$ cat config.mk
export PLATFORM = sky130hd
export DESIGN_NAME = src_reset_ctrl
export DESIGN_NICKNAME = d
export VERILOG_FILES = /design/src/inc/src_pkg.sv /design/src/hdl/src_reset_ctrl.sv /design/src/hdl/src_sync3.sv
export VERILOG_INCLUDE_DIRS = /design/src /design/src/inc
export SDC_FILE = /design/constraint.sdc
export NUM_CORES = 1
export LEC_CHECK = 0
export BUFFER_PORTS_ARGS = -buffer_cell sky130_fd_sc_hd__buf_4
export CAP_MARGIN = 5
export CORE_MARGIN = 8
export CORE_UTILIZATION = 25
export DETAILED_ROUTE_END_ITERATION = 8
export GPL_ROUTABILITY_DRIVEN = 0
export GPL_TIMING_DRIVEN = 0
export PLACE_DENSITY_LB_ADDON = 0.08
export SYNTH_ARGS = -nofsm -noshare
export SYNTH_HDL_FRONTEND = slang
export SYNTH_SLANG_ARGS = --single-unit
$ cat constraint.sdc
create_clock -name clk_sys -period 5.51 [get_ports clk_sys]
set_input_delay 0.551 -clock clk_sys [delete_from_list [all_inputs] [get_ports clk_sys]]
set_output_delay 0.551 -clock clk_sys [all_outputs]
set_load 0.1 [all_outputs]
$ cat src/inc/src_consts.svh
/*
 reset controller constants: register offsets, field positions, reset
 values and timing counts. assumes a 50 MHz system clock.
*/
// Notes on behaviour
// - external reset pin active low, pulled up
// - seven events start a chip reset
// - per-event cause flag readable by software
// - power-on resets everything, system reset resets the chip
// - system reset keeps crystal and boot-select bit
// - vector table base fixed at zero
// - table holds stack pointer then handler entries
// - vector zero is main stack pointer
`ifndef SRC_CONSTS_SVH
`define SRC_CONSTS_SVH

// register word offsets (byte address = 4 * index)
`define SRC_REG_FLAGS     3'h0
`define SRC_REG_ISPCTL    3'h1
`define SRC_REG_SWRST     3'h2
`define SRC_REG_IRQ_STAT  3'h3
`define SRC_REG_IRQ_MASK  3'h4
`define SRC_REG_XTAL      3'h5
`define SRC_REG_VEC_BASE  3'h6

// flag bit positions, one per reset source
`define SRC_BIT_POR       0
`define SRC_BIT_PIN       1
`define SRC_BIT_WDT       2
`define SRC_BIT_LVR       3
`define SRC_BIT_BOD       4
`define SRC_BIT_CPU       5
`define SRC_BIT_SYS       6
`define SRC_NUM_SRC       7

// isp control and software reset fields
`define SRC_ISP_BOOT_BIT  1
`define SRC_SWRST_SYS_BIT 0
`define SRC_SWRST_CPU_BIT 1

// fixed vector table base
`define SRC_VEC_BASE      32'h0000_0000

// reset pulse stretch time in ns and derived cycle count
`define SRC_CLK_NS        20
`define SRC_HOLD_NS       400
`define SRC_HOLD_CYC      ((`SRC_HOLD_NS + `SRC_CLK_NS - 1) / `SRC_CLK_NS)

`endif

$ cat src/inc/src_pkg.sv
/*
 types for the reset controller. assumes src_consts.svh beside it.
*/
package src_pkg;
   // sequencer states
   typedef enum logic [1:0] {
      SRC_ST_RUN,
      SRC_ST_HOLD,
      SRC_ST_FETCH
   } src_state_t;
   typedef logic [6:0] src_flags_t;
endpackage

$ cat src/hdl/src_reset_ctrl.sv
/*
 system reset controller: gathers seven reset sources, stretches them
 into a chip reset, records the cause, and fetches the boot stack
 pointer and reset entry from the fixed vector table.
 assumes rst_b comes from an analog power-on detector, the other
 sources are levels or pulses, and a memory port answers fetches in
 fixed one cycle.
*/
// Implementation choices: the register offsets and the Avalon-MM register port.
`include "src_consts.svh"
module src_reset_ctrl #(
   parameter int HOLD_CYC = `SRC_HOLD_CYC
) (
   // clock and power-on reset
   input  wire logic        clk_sys,
   input  wire logic        rst_b,
   // reset sources
   input  wire logic        external_reset_n,
   input  wire logic        wdt_timeout,
   input  wire logic        low_volt,
   input  wire logic        brown_out,
   input  wire logic        cpu_reset_req,
   // avalon-mm slave
   input  wire logic [4:0]  avs_address,
   input  wire logic        avs_read,
   input  wire logic        avs_write,
   input  wire logic [31:0] avs_writedata,
   output logic [31:0]      avs_readdata,
   output logic             avs_waitrequest,
   // vector fetch port
   output logic             vec_rd,
   output logic [31:0]      vec_addr,
   input  wire logic [31:0] vec_data,
   // chip reset outputs
   output logic             chip_reset_b,
   output logic             xtal_reset_b,
   output logic [31:0]      main_stack_pointer,
   output logic [31:0]      reset_entry,
   output logic             boot_select,
   output logic             irq
);
   import src_pkg::*;

   // the hold counter is 16 bits wide and must count at least once
   if (HOLD_CYC < 1 || HOLD_CYC > 65535) begin
      $error("HOLD_CYC out of range");
   end

   ////////////////////////////////////////////////////////////////////
   // reset release and pin conditioning

   logic r1_q, r2_q;   // two-stage reset release
   logic rst_sync_b;   // synchronised reset for the rest
   logic pin_lvl;      // filtered external reset level

   // release power-on reset through two flops
   always_ff @(posedge clk_sys or negedge rst_b) begin
      if (!rst_b) begin
         r1_q <= 1'b0;
         r2_q <= 1'b0;
      end else begin
         r1_q <= 1'b1;
         r2_q <= r1_q;
      end
   end
   assign rst_sync_b = r2_q;

   // pin arrives asynchronously; pull-up means idle high
   src_sync3 #(.RST_VAL(1'b1)) u_pin_sync (
      .clk_sys    (clk_sys),
      .rst_sync_b (rst_sync_b),
      .async_in   (external_reset_n),
      .level_out  (pin_lvl)
   );

   ////////////////////////////////////////////////////////////////////
   // register bus decode

   logic [2:0]  reg_idx;   // word index
   logic        hit;       // valid register
   logic        wr_en;     // accepted write
   logic        rd_en;     // accepted read
   assign reg_idx = avs_address[4:2];
   assign hit     = (reg_idx <= `SRC_REG_VEC_BASE);
   // answer every access in the cycle presented, no waits needed
   assign avs_waitrequest = 1'b0;
   assign wr_en = avs_write && hit;
   assign rd_en = avs_read;

   logic sys_req;    // software system reset request
   logic cpu_sw_req; // software cpu reset request
   assign sys_req    = wr_en && (reg_idx == `SRC_REG_SWRST)
                       && avs_writedata[`SRC_SWRST_SYS_BIT];
   assign cpu_sw_req = wr_en && (reg_idx == `SRC_REG_SWRST)
                       && avs_writedata[`SRC_SWRST_CPU_BIT];

   ////////////////////////////////////////////////////////////////////
   // reset event gathering

   src_flags_t ev;       // source events, active while the source is
   logic       any_ev;   // any source active this cycle
   // pin counts while low, the rest on their level or request
   assign ev[`SRC_BIT_POR] = 1'b0;
   assign ev[`SRC_BIT_PIN] = !pin_lvl;
   assign ev[`SRC_BIT_WDT] = wdt_timeout;
   assign ev[`SRC_BIT_LVR] = low_volt;
   assign ev[`SRC_BIT_BOD] = brown_out;
   assign ev[`SRC_BIT_CPU] = cpu_reset_req || cpu_sw_req;
   assign ev[`SRC_BIT_SYS] = sys_req;
   assign any_ev = |ev;

   // a filtered low pin must leave its own cause flag behind
   AST_PIN_FLAG: assert property (@(posedge clk_sys) disable iff
      (!rst_sync_b) !pin_lvl |=> flags_q[`SRC_BIT_PIN])
      else $error("pin low did not set its cause flag");

   ////////////////////////////////////////////////////////////////////
   // sequencer: hold, then fetch vectors 0 and 1

   src_state_t st_q, st_d;
   logic [15:0] cnt_q;     // hold countdown
   logic        fidx_q;    // fetch index: 0 stack, 1 reset entry
   logic        fwait_q;   // fetch issued last cycle
   logic        por_seen_q;// first run after power-on

   // next state
   always_comb begin
      st_d = st_q;
      case (st_q)
         SRC_ST_RUN:   if (any_ev) st_d = SRC_ST_HOLD;
         SRC_ST_HOLD:  if (!any_ev && cnt_q == 16'h0001)
                          st_d = SRC_ST_FETCH;
         SRC_ST_FETCH: if (any_ev) st_d = SRC_ST_HOLD;
                       else if (fwait_q && fidx_q) st_d = SRC_ST_RUN;
         default:      st_d = SRC_ST_HOLD;
      endcase
   end

   // state and counter; power-on starts in hold
   always_ff @(posedge clk_sys or negedge rst_sync_b) begin
      if (!rst_sync_b) begin
         st_q  <= SRC_ST_HOLD;
         cnt_q <= 16'(HOLD_CYC);
      end else begin
         st_q <= st_d;
         if (any_ev) cnt_q <= 16'(HOLD_CYC);
         else if (st_q == SRC_ST_HOLD && cnt_q != 16'h0001)
            cnt_q <= cnt_q - 16'h0001;
      end
   end

   // vector fetch: word 0 then word 1 of the table at base zero
   always_ff @(posedge clk_sys or negedge rst_sync_b) begin
      if (!rst_sync_b) begin
         fidx_q  <= 1'b0;
         fwait_q <= 1'b0;
      end else if (st_q != SRC_ST_FETCH) begin
         fidx_q  <= 1'b0;
         fwait_q <= 1'b0;
      end else if (fwait_q) begin
         fidx_q  <= 1'b1;
         fwait_q <= 1'b0;
      end else begin
         fwait_q <= 1'b1;
      end
   end
   assign vec_rd   = (st_q == SRC_ST_FETCH) && !fwait_q;
   assign vec_addr = `SRC_VEC_BASE + {29'h0, fidx_q, 2'b00};

   // capture fetched words
   always_ff @(posedge clk_sys or negedge rst_sync_b) begin
      if (!rst_sync_b) begin
         main_stack_pointer <= 32'h0000_0000;
         reset_entry        <= 32'h0000_0000;
      end else if (st_q == SRC_ST_FETCH && fwait_q) begin
         if (!fidx_q) main_stack_pointer <= vec_data;
         else         reset_entry        <= vec_data;
      end
   end

   // whole chip held while not running
   assign chip_reset_b = (st_q == SRC_ST_RUN);
   // crystal only reset by power-on
   assign xtal_reset_b = por_seen_q;

   ////////////////////////////////////////////////////////////////////
   // cause flags, boot select, interrupt status

   src_flags_t flags_q, flags_d;  // reset cause flags
   src_flags_t ist_q, ist_d;      // interrupt status
   src_flags_t imask_q;           // interrupt mask
   logic       boot_q;            // boot select
   logic       w1c;
   assign w1c = wr_en && (reg_idx == `SRC_REG_FLAGS);
   // set wins over a write-one clear
   assign flags_d = (flags_q & ~(w1c ? avs_writedata[6:0] : 7'h00))
                    | ev;
   // read of status clears, a new event still wins
   assign ist_d = ((rd_en && reg_idx == `SRC_REG_IRQ_STAT) ?
                   7'h00 : ist_q) | ev;

   // power-on sets its own flag; power-on or a write-one clear clears the flags
   always_ff @(posedge clk_sys or negedge rst_sync_b) begin
      if (!rst_sync_b) begin
         flags_q    <= 7'h01;
         ist_q      <= 7'h01;
         imask_q    <= 7'h00;
         boot_q     <= 1'b0;
         por_seen_q <= 1'b0;
      end else begin
         flags_q    <= flags_d;
         ist_q      <= ist_d;
         por_seen_q <= 1'b1;
         if (wr_en && reg_idx == `SRC_REG_IRQ_MASK)
            imask_q <= avs_writedata[6:0];
         // boot select kept across system reset
         if (wr_en && reg_idx == `SRC_REG_ISPCTL)
            boot_q <= avs_writedata[`SRC_ISP_BOOT_BIT];
      end
   end
   assign boot_select = boot_q;
   assign irq = |(ist_q & imask_q);

   ////////////////////////////////////////////////////////////////////
   // read mux

   logic [31:0] rd_mux;
   always_comb begin
      case (reg_idx)
         `SRC_REG_FLAGS:    rd_mux = {25'h0, flags_q};
         `SRC_REG_ISPCTL:   rd_mux = {30'h0, boot_q, 1'b0};
         `SRC_REG_IRQ_STAT: rd_mux = {25'h0, ist_q};
         `SRC_REG_IRQ_MASK: rd_mux = {25'h0, imask_q};
         `SRC_REG_XTAL:     rd_mux = {31'h0, por_seen_q};
         `SRC_REG_VEC_BASE: rd_mux = `SRC_VEC_BASE;
         default:           rd_mux = 32'h0000_0000;
      endcase
   end
   // read data presented combinationally with waitrequest low
   assign avs_readdata = rd_en ? rd_mux : 32'h0000_0000;

   ////////////////////////////////////////////////////////////////////
   // checks

   AST_PIN_HOLDS: assert property (@(posedge clk_sys) disable iff
      (!rst_sync_b) !pin_lvl |=> !chip_reset_b)
      else $error("pin low did not hold chip reset");
   AST_EV_RESET: assert property (@(posedge clk_sys) disable iff
      (!rst_sync_b) any_ev |=> (st_q == SRC_ST_HOLD))
      else $error("event did not start reset");
   AST_FLAG_SET: assert property (@(posedge clk_sys) disable iff
      (!rst_sync_b) wdt_timeout |=> flags_q[`SRC_BIT_WDT])
      else $error("watchdog flag not set");
   AST_SYS_FULL: assert property (@(posedge clk_sys) disable iff
      (!rst_sync_b) sys_req |=> !chip_reset_b [*2])
      else $error("system reset did not hold chip");
   AST_XTAL_KEEP: assert property (@(posedge clk_sys) disable iff
      (!rst_sync_b) sys_req |=> xtal_reset_b && $stable(boot_q))
      else $error("system reset touched crystal or boot select");
   AST_VEC_ZERO: assert property (@(posedge clk_sys) disable iff
      (!rst_sync_b) vec_rd && !fidx_q |-> vec_addr == 32'h0)
      else $error("stack fetch not at base zero");
   AST_VEC_ORDER: assert property (@(posedge clk_sys) disable iff
      (!rst_sync_b) (st_q == SRC_ST_FETCH) && fwait_q && !fidx_q
      && !any_ev |=> main_stack_pointer == $past(vec_data)
      ##1 vec_addr == 32'h4)
      else $error("vector order wrong");
   AST_STICKY: assert property (@(posedge clk_sys) disable iff
      (!rst_sync_b) flags_q[`SRC_BIT_PIN] && !w1c
      |=> flags_q[`SRC_BIT_PIN])
      else $error("cause flag lost without clear");

   COV_PIN: cover property (@(posedge clk_sys) disable iff
      (!rst_sync_b) !pin_lvl ##[1:200] chip_reset_b);
   COV_SYS: cover property (@(posedge clk_sys) disable iff
      (!rst_sync_b) sys_req ##[1:200] chip_reset_b);
   COV_IRQ: cover property (@(posedge clk_sys) disable iff
      (!rst_sync_b) irq);
endmodule

$ cat src/hdl/src_sync3.sv
/*
 three-stage synchroniser with agreement filter for one pin level.
 assumes input is asynchronous to clk_sys.
*/
module src_sync3 #(
   parameter logic RST_VAL = 1'b1
) (
   // clock and reset
   input  wire logic clk_sys,
   input  wire logic rst_sync_b,
   // level in and filtered level out
   input  wire logic async_in,
   output logic      level_out
);
   logic s1_q, s2_q, s3_q; // chain; s1 only feeds s2
   logic lvl_q;            // accepted level

   // shift chain
   always_ff @(posedge clk_sys or negedge rst_sync_b) begin
      if (!rst_sync_b) begin
         s1_q <= RST_VAL;
         s2_q <= RST_VAL;
         s3_q <= RST_VAL;
      end else begin
         s1_q <= async_in;
         s2_q <= s1_q;
         s3_q <= s2_q;
      end
   end

   // change counts only once stage two and three agree
   always_ff @(posedge clk_sys or negedge rst_sync_b) begin
      if (!rst_sync_b) lvl_q <= RST_VAL;
      else if (s2_q == s3_q) lvl_q <= s3_q;
   end

   assign level_out = lvl_q;
endmodule

; ---- Yosys cells after proc, flatten, opt, wreduce, memory -nomap -nowiden
; Cells that the tools add are included.
[word_totals]
wordCells = 80
input_bits = 78
regBits = 113
output_inout_bits = 134
[op_classes]
n_eq_ne = 14
mux = 15
add_sub_neg = 1
n_lt_le_gt_ge = 1
bitwise = 6
reduce_logical = 26
[op_table]
columns = cell, count
row1 = case mux 7 bit (5 select lines), 1
row2 = two-way mux 16 bit, 2
row3 = two-way mux 32 bit, 1
row4 = equality test 16 x 1 -> 1 bit (second input constant), 1
row5 = != test 16 x 1 -> 1 bit (second input constant), 1
row6 = subtractor 16 x 1 -> 16 bit (second input constant), 1
row7 = AND 7 bit, 2
row8 = two-way mux 7 bit, 2
row9 = OR 7 bit, 2
row10 = logical AND 1 bit, 13
row11 = two-way mux 2 bit, 4
row12 = NOT 7 bit, 1
row13 = OR reduction 7 bit, 1
row14 = equality test 3 x 2 -> 1 bit (second input constant), 2
row15 = equality test 3 bit (second input constant), 2
row16 = case mux 2 bit (3 select lines), 1
row17 = OR reduction 6 bit, 1
row18 = two-way mux 1 bit, 4
row19 = != test 2 bit (second input constant), 2
row20 = AND reduction 2 bit, 2
row21 = nonzero test 2 bit, 2
row22 = equality test 3 x 1 -> 1 bit (second input constant), 1
row23 = less-or-equal comparator 3 bit (second input constant), 1
row24 = logical NOT 1 bit, 3
row25 = 10 further kinds, 10

; ---- Logic depth before layout (Yosys ltp)
; Gate-level depths: netlist of the first run.
[logic_depth]
ltp_word = 10
mapped_depth = 7
ltp_nobuf = 6

; ---- Modules after synthesis
; Synthesis of the first run repeated with hierarchy kept, for this count alone.
[unflattened]
cells_unflattened = 431
hier_area_um2 = 5220.0
[modules_own_cells]
columns = mod, instances, cells_per_inst, seq_area_each_um2, area_each_um2
row1 = src_reset_ctrl, 1, 426, 2733.9, 5103.6
row2 = src_sync3, 1, 5, 105.1, 116.4

; ---- Worst setup path before layout of the first run
; OpenSTA, ideal clock, no wires.
[synth_timing]
path_type = input -> output
startpoint = in avs_address[3]
endpoint = out avs_readdata[2]
required_time_ps = 4959
arrival_time_ps = 2536
setup_slack_ps = 2423
path_stages = 5
n_path_buf = 1
path_cell_list = buf_1 and2_1 a22oi_1 a2bb2oi_1 nor2_1
[synth_between]
elab_chain_cells = 3
word_cells_on_any_way = 7
classes_between = 4 x eq/ne / 2 x mux / 1 x reduce/logical
[synth_lines]
columns = item, line_no
row1 = start: declaration, src_reset_ctrl.sv:24  ; input wire logic [4:0] avs_address,
row2 = "equality test 3 bit, or another cell as far along", src_reset_ctrl.sv:229  ; case (reg_idx)
row3 = case mux 7 bit (5 select lines) *, src_reset_ctrl.sv:229
row4 = two-way mux 32 bit *, src_reset_ctrl.sv:240  ; assign avs_readdata = rd_en ? rd_mux : 32'h0000_0000;
row5 = end: declaration, src_reset_ctrl.sv:28  ; output logic [31:0] avs_readdata,
; Mark *: on every way between the ends. The rest lies on a longest branch, timed or not.

; ---- Worst setup path in the final report of the first run
[layout_timing]
startpoint = in avs_address[3]
endpoint = out avs_readdata[5]
; The elaborated chain is that of the path after synthesis.

==> results.toml, run 1 <==
[worst_setup_path]
crit_arrival_ps = 2040
path_depth = 7
timing.rr.end = "cnt_q[4]"
path_cells = "buf_4, buf_1, nor2_1, a22oi_1, a2bb2oi_1, nor2_1, buf_4"
cpMaxStageDelayCell = "nor2_1"
critical_path.endpoint_type = "output pin"
r2r_cells = 7
max_stage_delay_ps = 430
cp.required_ps = 4960
criticalPathCategory = "in2out"
worstReg2RegStart = "cnt_q[1]"
crit_buf_inv = 3
crit_family = "buffers and inverters"
critPathLaunchType = "input pin"
r2r_slack_ps = 3390
cp_max_fo = 10

[clocking]
htree_levels = 4
cts_root_buf = "clkbuf_16"
worstSkewPairLatency_ps = 410
cts_setup_buffers = 0
cts_buffer_depth = 2
post_cts_resized = 0
cts.sinks = 113
cts_tree = "yes"
cts_hold_buf = 1
numCtsBuffers = 17
clkSlewWorstSetupHoldPaths_ps = 60

[yosys]
syn_area_per_cell_um2 = 12.5
yosysSeqAreaShare = 0.545
synth_area_um2 = 5200
synth_edf_count = 0
synthArstFlopShare = 1.00
yosysWarnings = 0
ys.flop_type = "dfrtp_1"
synth.top_cell.area_share = 0.500
synth.area.top_cells = "dfrtp_1 50%, mux2_2 16%, buf_4 8.4%, dfstp_2 4.5%, nand2_1 1.9%"
synth_cell_types = 51
synth-seq-cells = 113
synth_cells = 418
synth_top_cell_by_area = "dfrtp_1"

[sta]
min_period_over_period = 0.470
hold_viol = 0
rsz0062_at_grt = "false"
max_freq_mhz = 386
finClkSkew_ps = 11.5
setup_viol = 0
worst_pin_slew_ps = 843
slew_headroom = 0.437
setup_tns_ps = 0
finalCriticalPeriod_ps = 2590
final_max_slew_viol_count = 0

[placed_design]
dp_hpwl_um = 10400
numPortBuffers = 126

[routing]
via_per_inst = 4.14
wirelength_um = 13800
ant_nets = 0
route.detailed.drc = 0
dr.pass1.iters = 5
avgRoutedWirePerCell_um = 15.2
vias = 3750
drtIter0Drc = 119

[flow_run]
cap_violations = 0

[final_layout]
n_fill_cell = 2052
antenna_cells = 0
multi_input_area_um2 = 2070
seqCellArea_um2 = 2840
final_core_util = 0.359
area_growth_pct = 40.6
nNetsFinal = 702
drive_gt1_frac = 0.506

[pwr]
pwr_density_cell_nw_per_um2 = 332
p_leak_nw = 3.55
ir_worst_vdd_v = 0.000184

[worst_hold_path]
hp-start = "external_reset_n"
min_to = "u_pin_sync.s1_q"
hold_depth = 1
hold_class = "in2reg"

[global_route]
antenna_found_initial = 0
grt_pass1_vias = 4109
gr-total-overflow = 0
grt.met3_usage = 0.0693
grt_pass1_wl_um = 22500
grtUsageMet2 = 0.164
grt_max_degree = 59
met1_usage = 0.128
grt_usage = 0.110
busiest_layer = "met2"

[die]
start_util = 0.256
dieArea_um2 = 25700
ios = 212
die_x_um = 160
num_rows = 52
fp.dieH_um = 160
core-area_um2 = 20400

[outcome]
status = "finished, final reports clean"
[where the power goes]
group / internal, W / switching, W
clock network: 0.000633 / 0.000431
logic: 0.000111 / 0.000361
registers: 0.000866 / 0.0000308
[synth_stat cells (3+ instances only)]
library cell	instances
inv_1	3
a21o_1	8
dfstp_2	9
buf_4	58
nand2b_1	4
o31ai_1	5
and2_1	4
nand3_1	8
nand2_1	26
mux2_2	73
dfrtp_1	104
o21ai_0	5
a22oi_1	9
or4_1	6
nor4_4	3
a21oi_1	14
nand4_1	3
buf_2	9
a2bb2oi_1	5
nor2_1	19
mux2i_1	3
[per-layer routing]
layer,up-vias,part of all wire
met2,139,0.43
met3,9,0.12
met4,0,0.010
met5,-,0
li1,1790,-
met1,1812,0.43
[kinds of logic after synthesis]
logic type	count (synthesis)	synth area share
and+or+nand+nor	94	0.107
other	2	0.00144
AOI/OAI and AO/OA	57	0.0772
adders and majority gates	3	0.00673
DFF	113	0.545
muxes	76	0.164
buffers and inverters	73	0.0981
[sequential cells by signal (all words and copies together) (netlist names), 2 cells and up]
name	flops
main_stack_pointer	32
flags_q	7
st_q	2
imask_q	7
reset_entry	32
cnt_q	16
ist_q	7
[cell usage in the layout (no fill, tap or decap), drive strengths merged, types with 2 or more instances in the layout]
master,count
buf,196
nor4,3
nor4b,3
ha,2
nand2b,4
nor2b,2
nor3,2
conb,59
a211o,2
nand2,26
nand3b,2
and2,4
nand4b,2
dfstp,9
o31ai,5
or3,4
dfrtp,104
a22oi,9
a21o,8
nor2,19
a2bb2oi,5
o21ai,5
inv,10
clkinvlp,4
a21oi,14
clkbuf,18
clkinv,3
nand4,4
mux2i,3
or4,6
nand3,8
mux2,73
[worst max path at each step]
stage	start	end	slack [ps]
final	avs_address[3]	avs_readdata[5]	2920
after global routing	avs_address[3]	avs_readdata[6]	2780
after CTS	avs_address[3]	avs_readdata[5]	2950
after detailed placement	avs_address[3]	avs_readdata[5]	2960
after global placement	r2_q	xtal_reset_b	620
after floorplan	r2_q	boot_select	2140
[worst reg2reg max path: stages (launching register included)]
cell     delay (ps)
dfrtp_1         400
inv_1           110
ha_1            150
nor3b_1         520
and4_4          370
buf_6           140
nor2_1           50
or3_1           310
[metrics by stage]
| stage | hold WS (ps) | instance area [um^2] | setup WS, ps | power, W | instances |
|---|---|---|---|---|---|
| floorplan | 255 | 5420 | 2140 | 0.00129 | 475 |
| global placement | 334 | 6700 | 617 | 0.00138 | 871 |
| detailed placement | 335 | 6730 | 2960 | 0.00138 | 872 |
| CTS | 226 | 7320 | 2950 | 0.00247 | 905 |
| global route | 221 | 7320 | 2780 | 0.00254 | 905 |
| finish | 250 | 7320 | 2920 | 0.00243 | 905 |
[cell type report]
cell class,instances,share of cell area
clock inverters,15,0.0205
flip-flops and latches,113,0.388
multi-input cells,289,0.283
repair buffers,128,0.134
clock buffers,17,0.0581
well taps,270,0.0462
inverters,3,0.00154
plain buffers,70,0.0682
Note: power is estimated with default switching activity, not from simulation.
==> inputs of run 2 (changes only) <==
clock period = 2.5 ns   (was 5.51 ns; I/O delays follow)
==> results.toml, run 2 (same netlist as run 1, synthesis figures left out) <==
[outcome]
status = "finished, final reports clean"

[routing]
vias = 3779
avgRoutedWirePerCell_um = 15.2
drtIter0Drc = 115
route.detailed.drc = 0
dr.pass1.iters = 4
ant_nets = 0
wirelength_um = 13800
via_per_inst = 4.17

[placed_design]
dp_cells = 872
numPortBuffers = 126
placed_area_um2 = 6740
dp_hpwl_um = 10400

[worst_setup_path]
r2r_slack_ps = 450
crit_path_start = "cnt_q[1]"
timing.rr.end = "cnt_q[4]"
criticalPathCategory = "reg2reg"
critical_path.endpoint_type = "flip-flop"
cp.required_ps = 2830
worstReg2RegStart = "cnt_q[1]"
r2r_cells = 7
crit_arrival_ps = 2370
critPathLaunchType = "flip-flop"
endpoint = "cnt_q[4]"
cp_max_fo = 10

[global_route]
grt_usage = 0.110
antenna_found_initial = 0
grt_pass1_vias = 4117
grt_pass1_wl_um = 22500
gr-total-overflow = 0
grt_max_degree = 62

[final_layout]
stdcell_count = 907
stdcell_area_um2 = 7380
area_growth_pct = 41.8
mostFrequentLayoutCell = "buf_4"
top_regs = "main_stack_pointer (32), reset_entry (32), cnt_q (16)"
drive_gt1_frac = 0.504
nNetsFinal = 704
final_cell_mix = "184 x buf_4, 103 x dfrtp_1, 73 x mux2_2, 59 x conb_1, 26 x nand2_1"
antenna_cells = 0

[pwr]
pwr_density_cell_nw_per_um2 = 748
p_int_w = 0.00378
p_total_w = 0.00552
power_frac_comb = 0.190
power.switching_w = 0.00174
clock_power_share = 0.452
power_frac_seq = 0.358
power_switching_share = 0.315
p_leak_nw = 3.58
ir_worst_vdd_v = 0.000444

[sta]
final_max_slew_viol_count = 0
rsz0062_at_grt = "false"
hold_ws_ps = 64.8
min_period_over_period = 0.819
finClkSkew_ps = 7.10
worst_pin_slew_ps = 832
finalCriticalPeriod_ps = 2050
setup_tns_ps = 0
hold_viol = 0
setup_viol = 0
max_freq_mhz = 488
slew_headroom = 0.444

[die]
start_util = 0.256
dieArea_um2 = 25700
ios = 212
die_x_um = 160
fp.dieH_um = 160
num_rows = 52
core-area_um2 = 20400

[clocking]
cts_tree = "yes"
clkSlewWorstSetupHoldPaths_ps = 50
numCtsBuffers = 17
worstSkewPairLatency_ps = 410
htree_levels = 4
cts_root_buf = "clkbuf_16"
cts_buffer_depth = 2
cts.sinks = 113

[flow_run]
cap_violations = 0

[worst_hold_path]
hold_class = "in2reg"
hold_depth = 2
## run 2: changes by cell type in the layout (fill, tap and decap cells not counted), moves of 2 or more
cell	change
bufinv_16	+2
clkinv_2	+2
inv_6	-5
clkbuf_8	+2
dlygate4sd3_1	+2
## run 2: area by class of cell
class / count / area (um^2)
fillers: 2041 / 13000
flip-flops and latches: 113 / 2840
multi-input cells: 289 / 2070
repair buffers: 130 / 1000
plain buffers: 70 / 499
clock buffers: 20 / 457
well taps: 270 / 338
clock inverters: 12 / 158
inverters: 3 / 11.3
## run 2: power by group through the flow
| stage | Clock (W) | Combinational, W | Sequential, W |
|---|---|---|---|
| after floorplan | 0 | 0.000618 | 0.00223 |
| after global placement | 0 | 0.00101 | 0.00203 |
| after detailed placement | 0 | 0.00104 | 0.00201 |
| after CTS | 0.00259 | 0.00105 | 0.00198 |
| after global routing | 0.00268 | 0.00109 | 0.00199 |
| final | 0.00250 | 0.00105 | 0.00198 |
## run 2: per-stage QoR
step | setup WS [ps] | util
after floorplan | 14.5 | -
after detailed placement | 449 | 0.331
final | 452 | 0.362
after global routing | 310 | 0.362
after CTS | 434 | 0.362
after global placement | -175 | 0.329
## run 2: how the worst min path moves through the flow
stage,from,end
after detailed placement,rst_b,r1_q
after global placement,rst_b,r1_q
after global routing,wdt_timeout,flags_q[2]
final,wdt_timeout,flags_q[2]
after floorplan,rst_b,r1_q
after CTS,wdt_timeout,flags_q[2]
## run 2: critical path, cell delays in order, from the launching register on
cell     delay (ps)
dfrtp_1         390
inv_1           100
ha_1            140
nor3b_1         490
and4_4          350
buf_6           130
nor2_1           50
or3_1           300
## run 2: timing repair
item	in CTS	in global routing
resized for setup	0	0
hold buffers	3	0
setup buffers	0	0
endpoints found under the hold margin	4	0
## run 2: layer usage
layer  up-vias  track usage  wire, um
met4         0       0.0344       157
met3        14       0.0672      1570
met5         -            0         0
met2       134        0.167      6140
met1      1837        0.127      5950
li1       1794            -         -
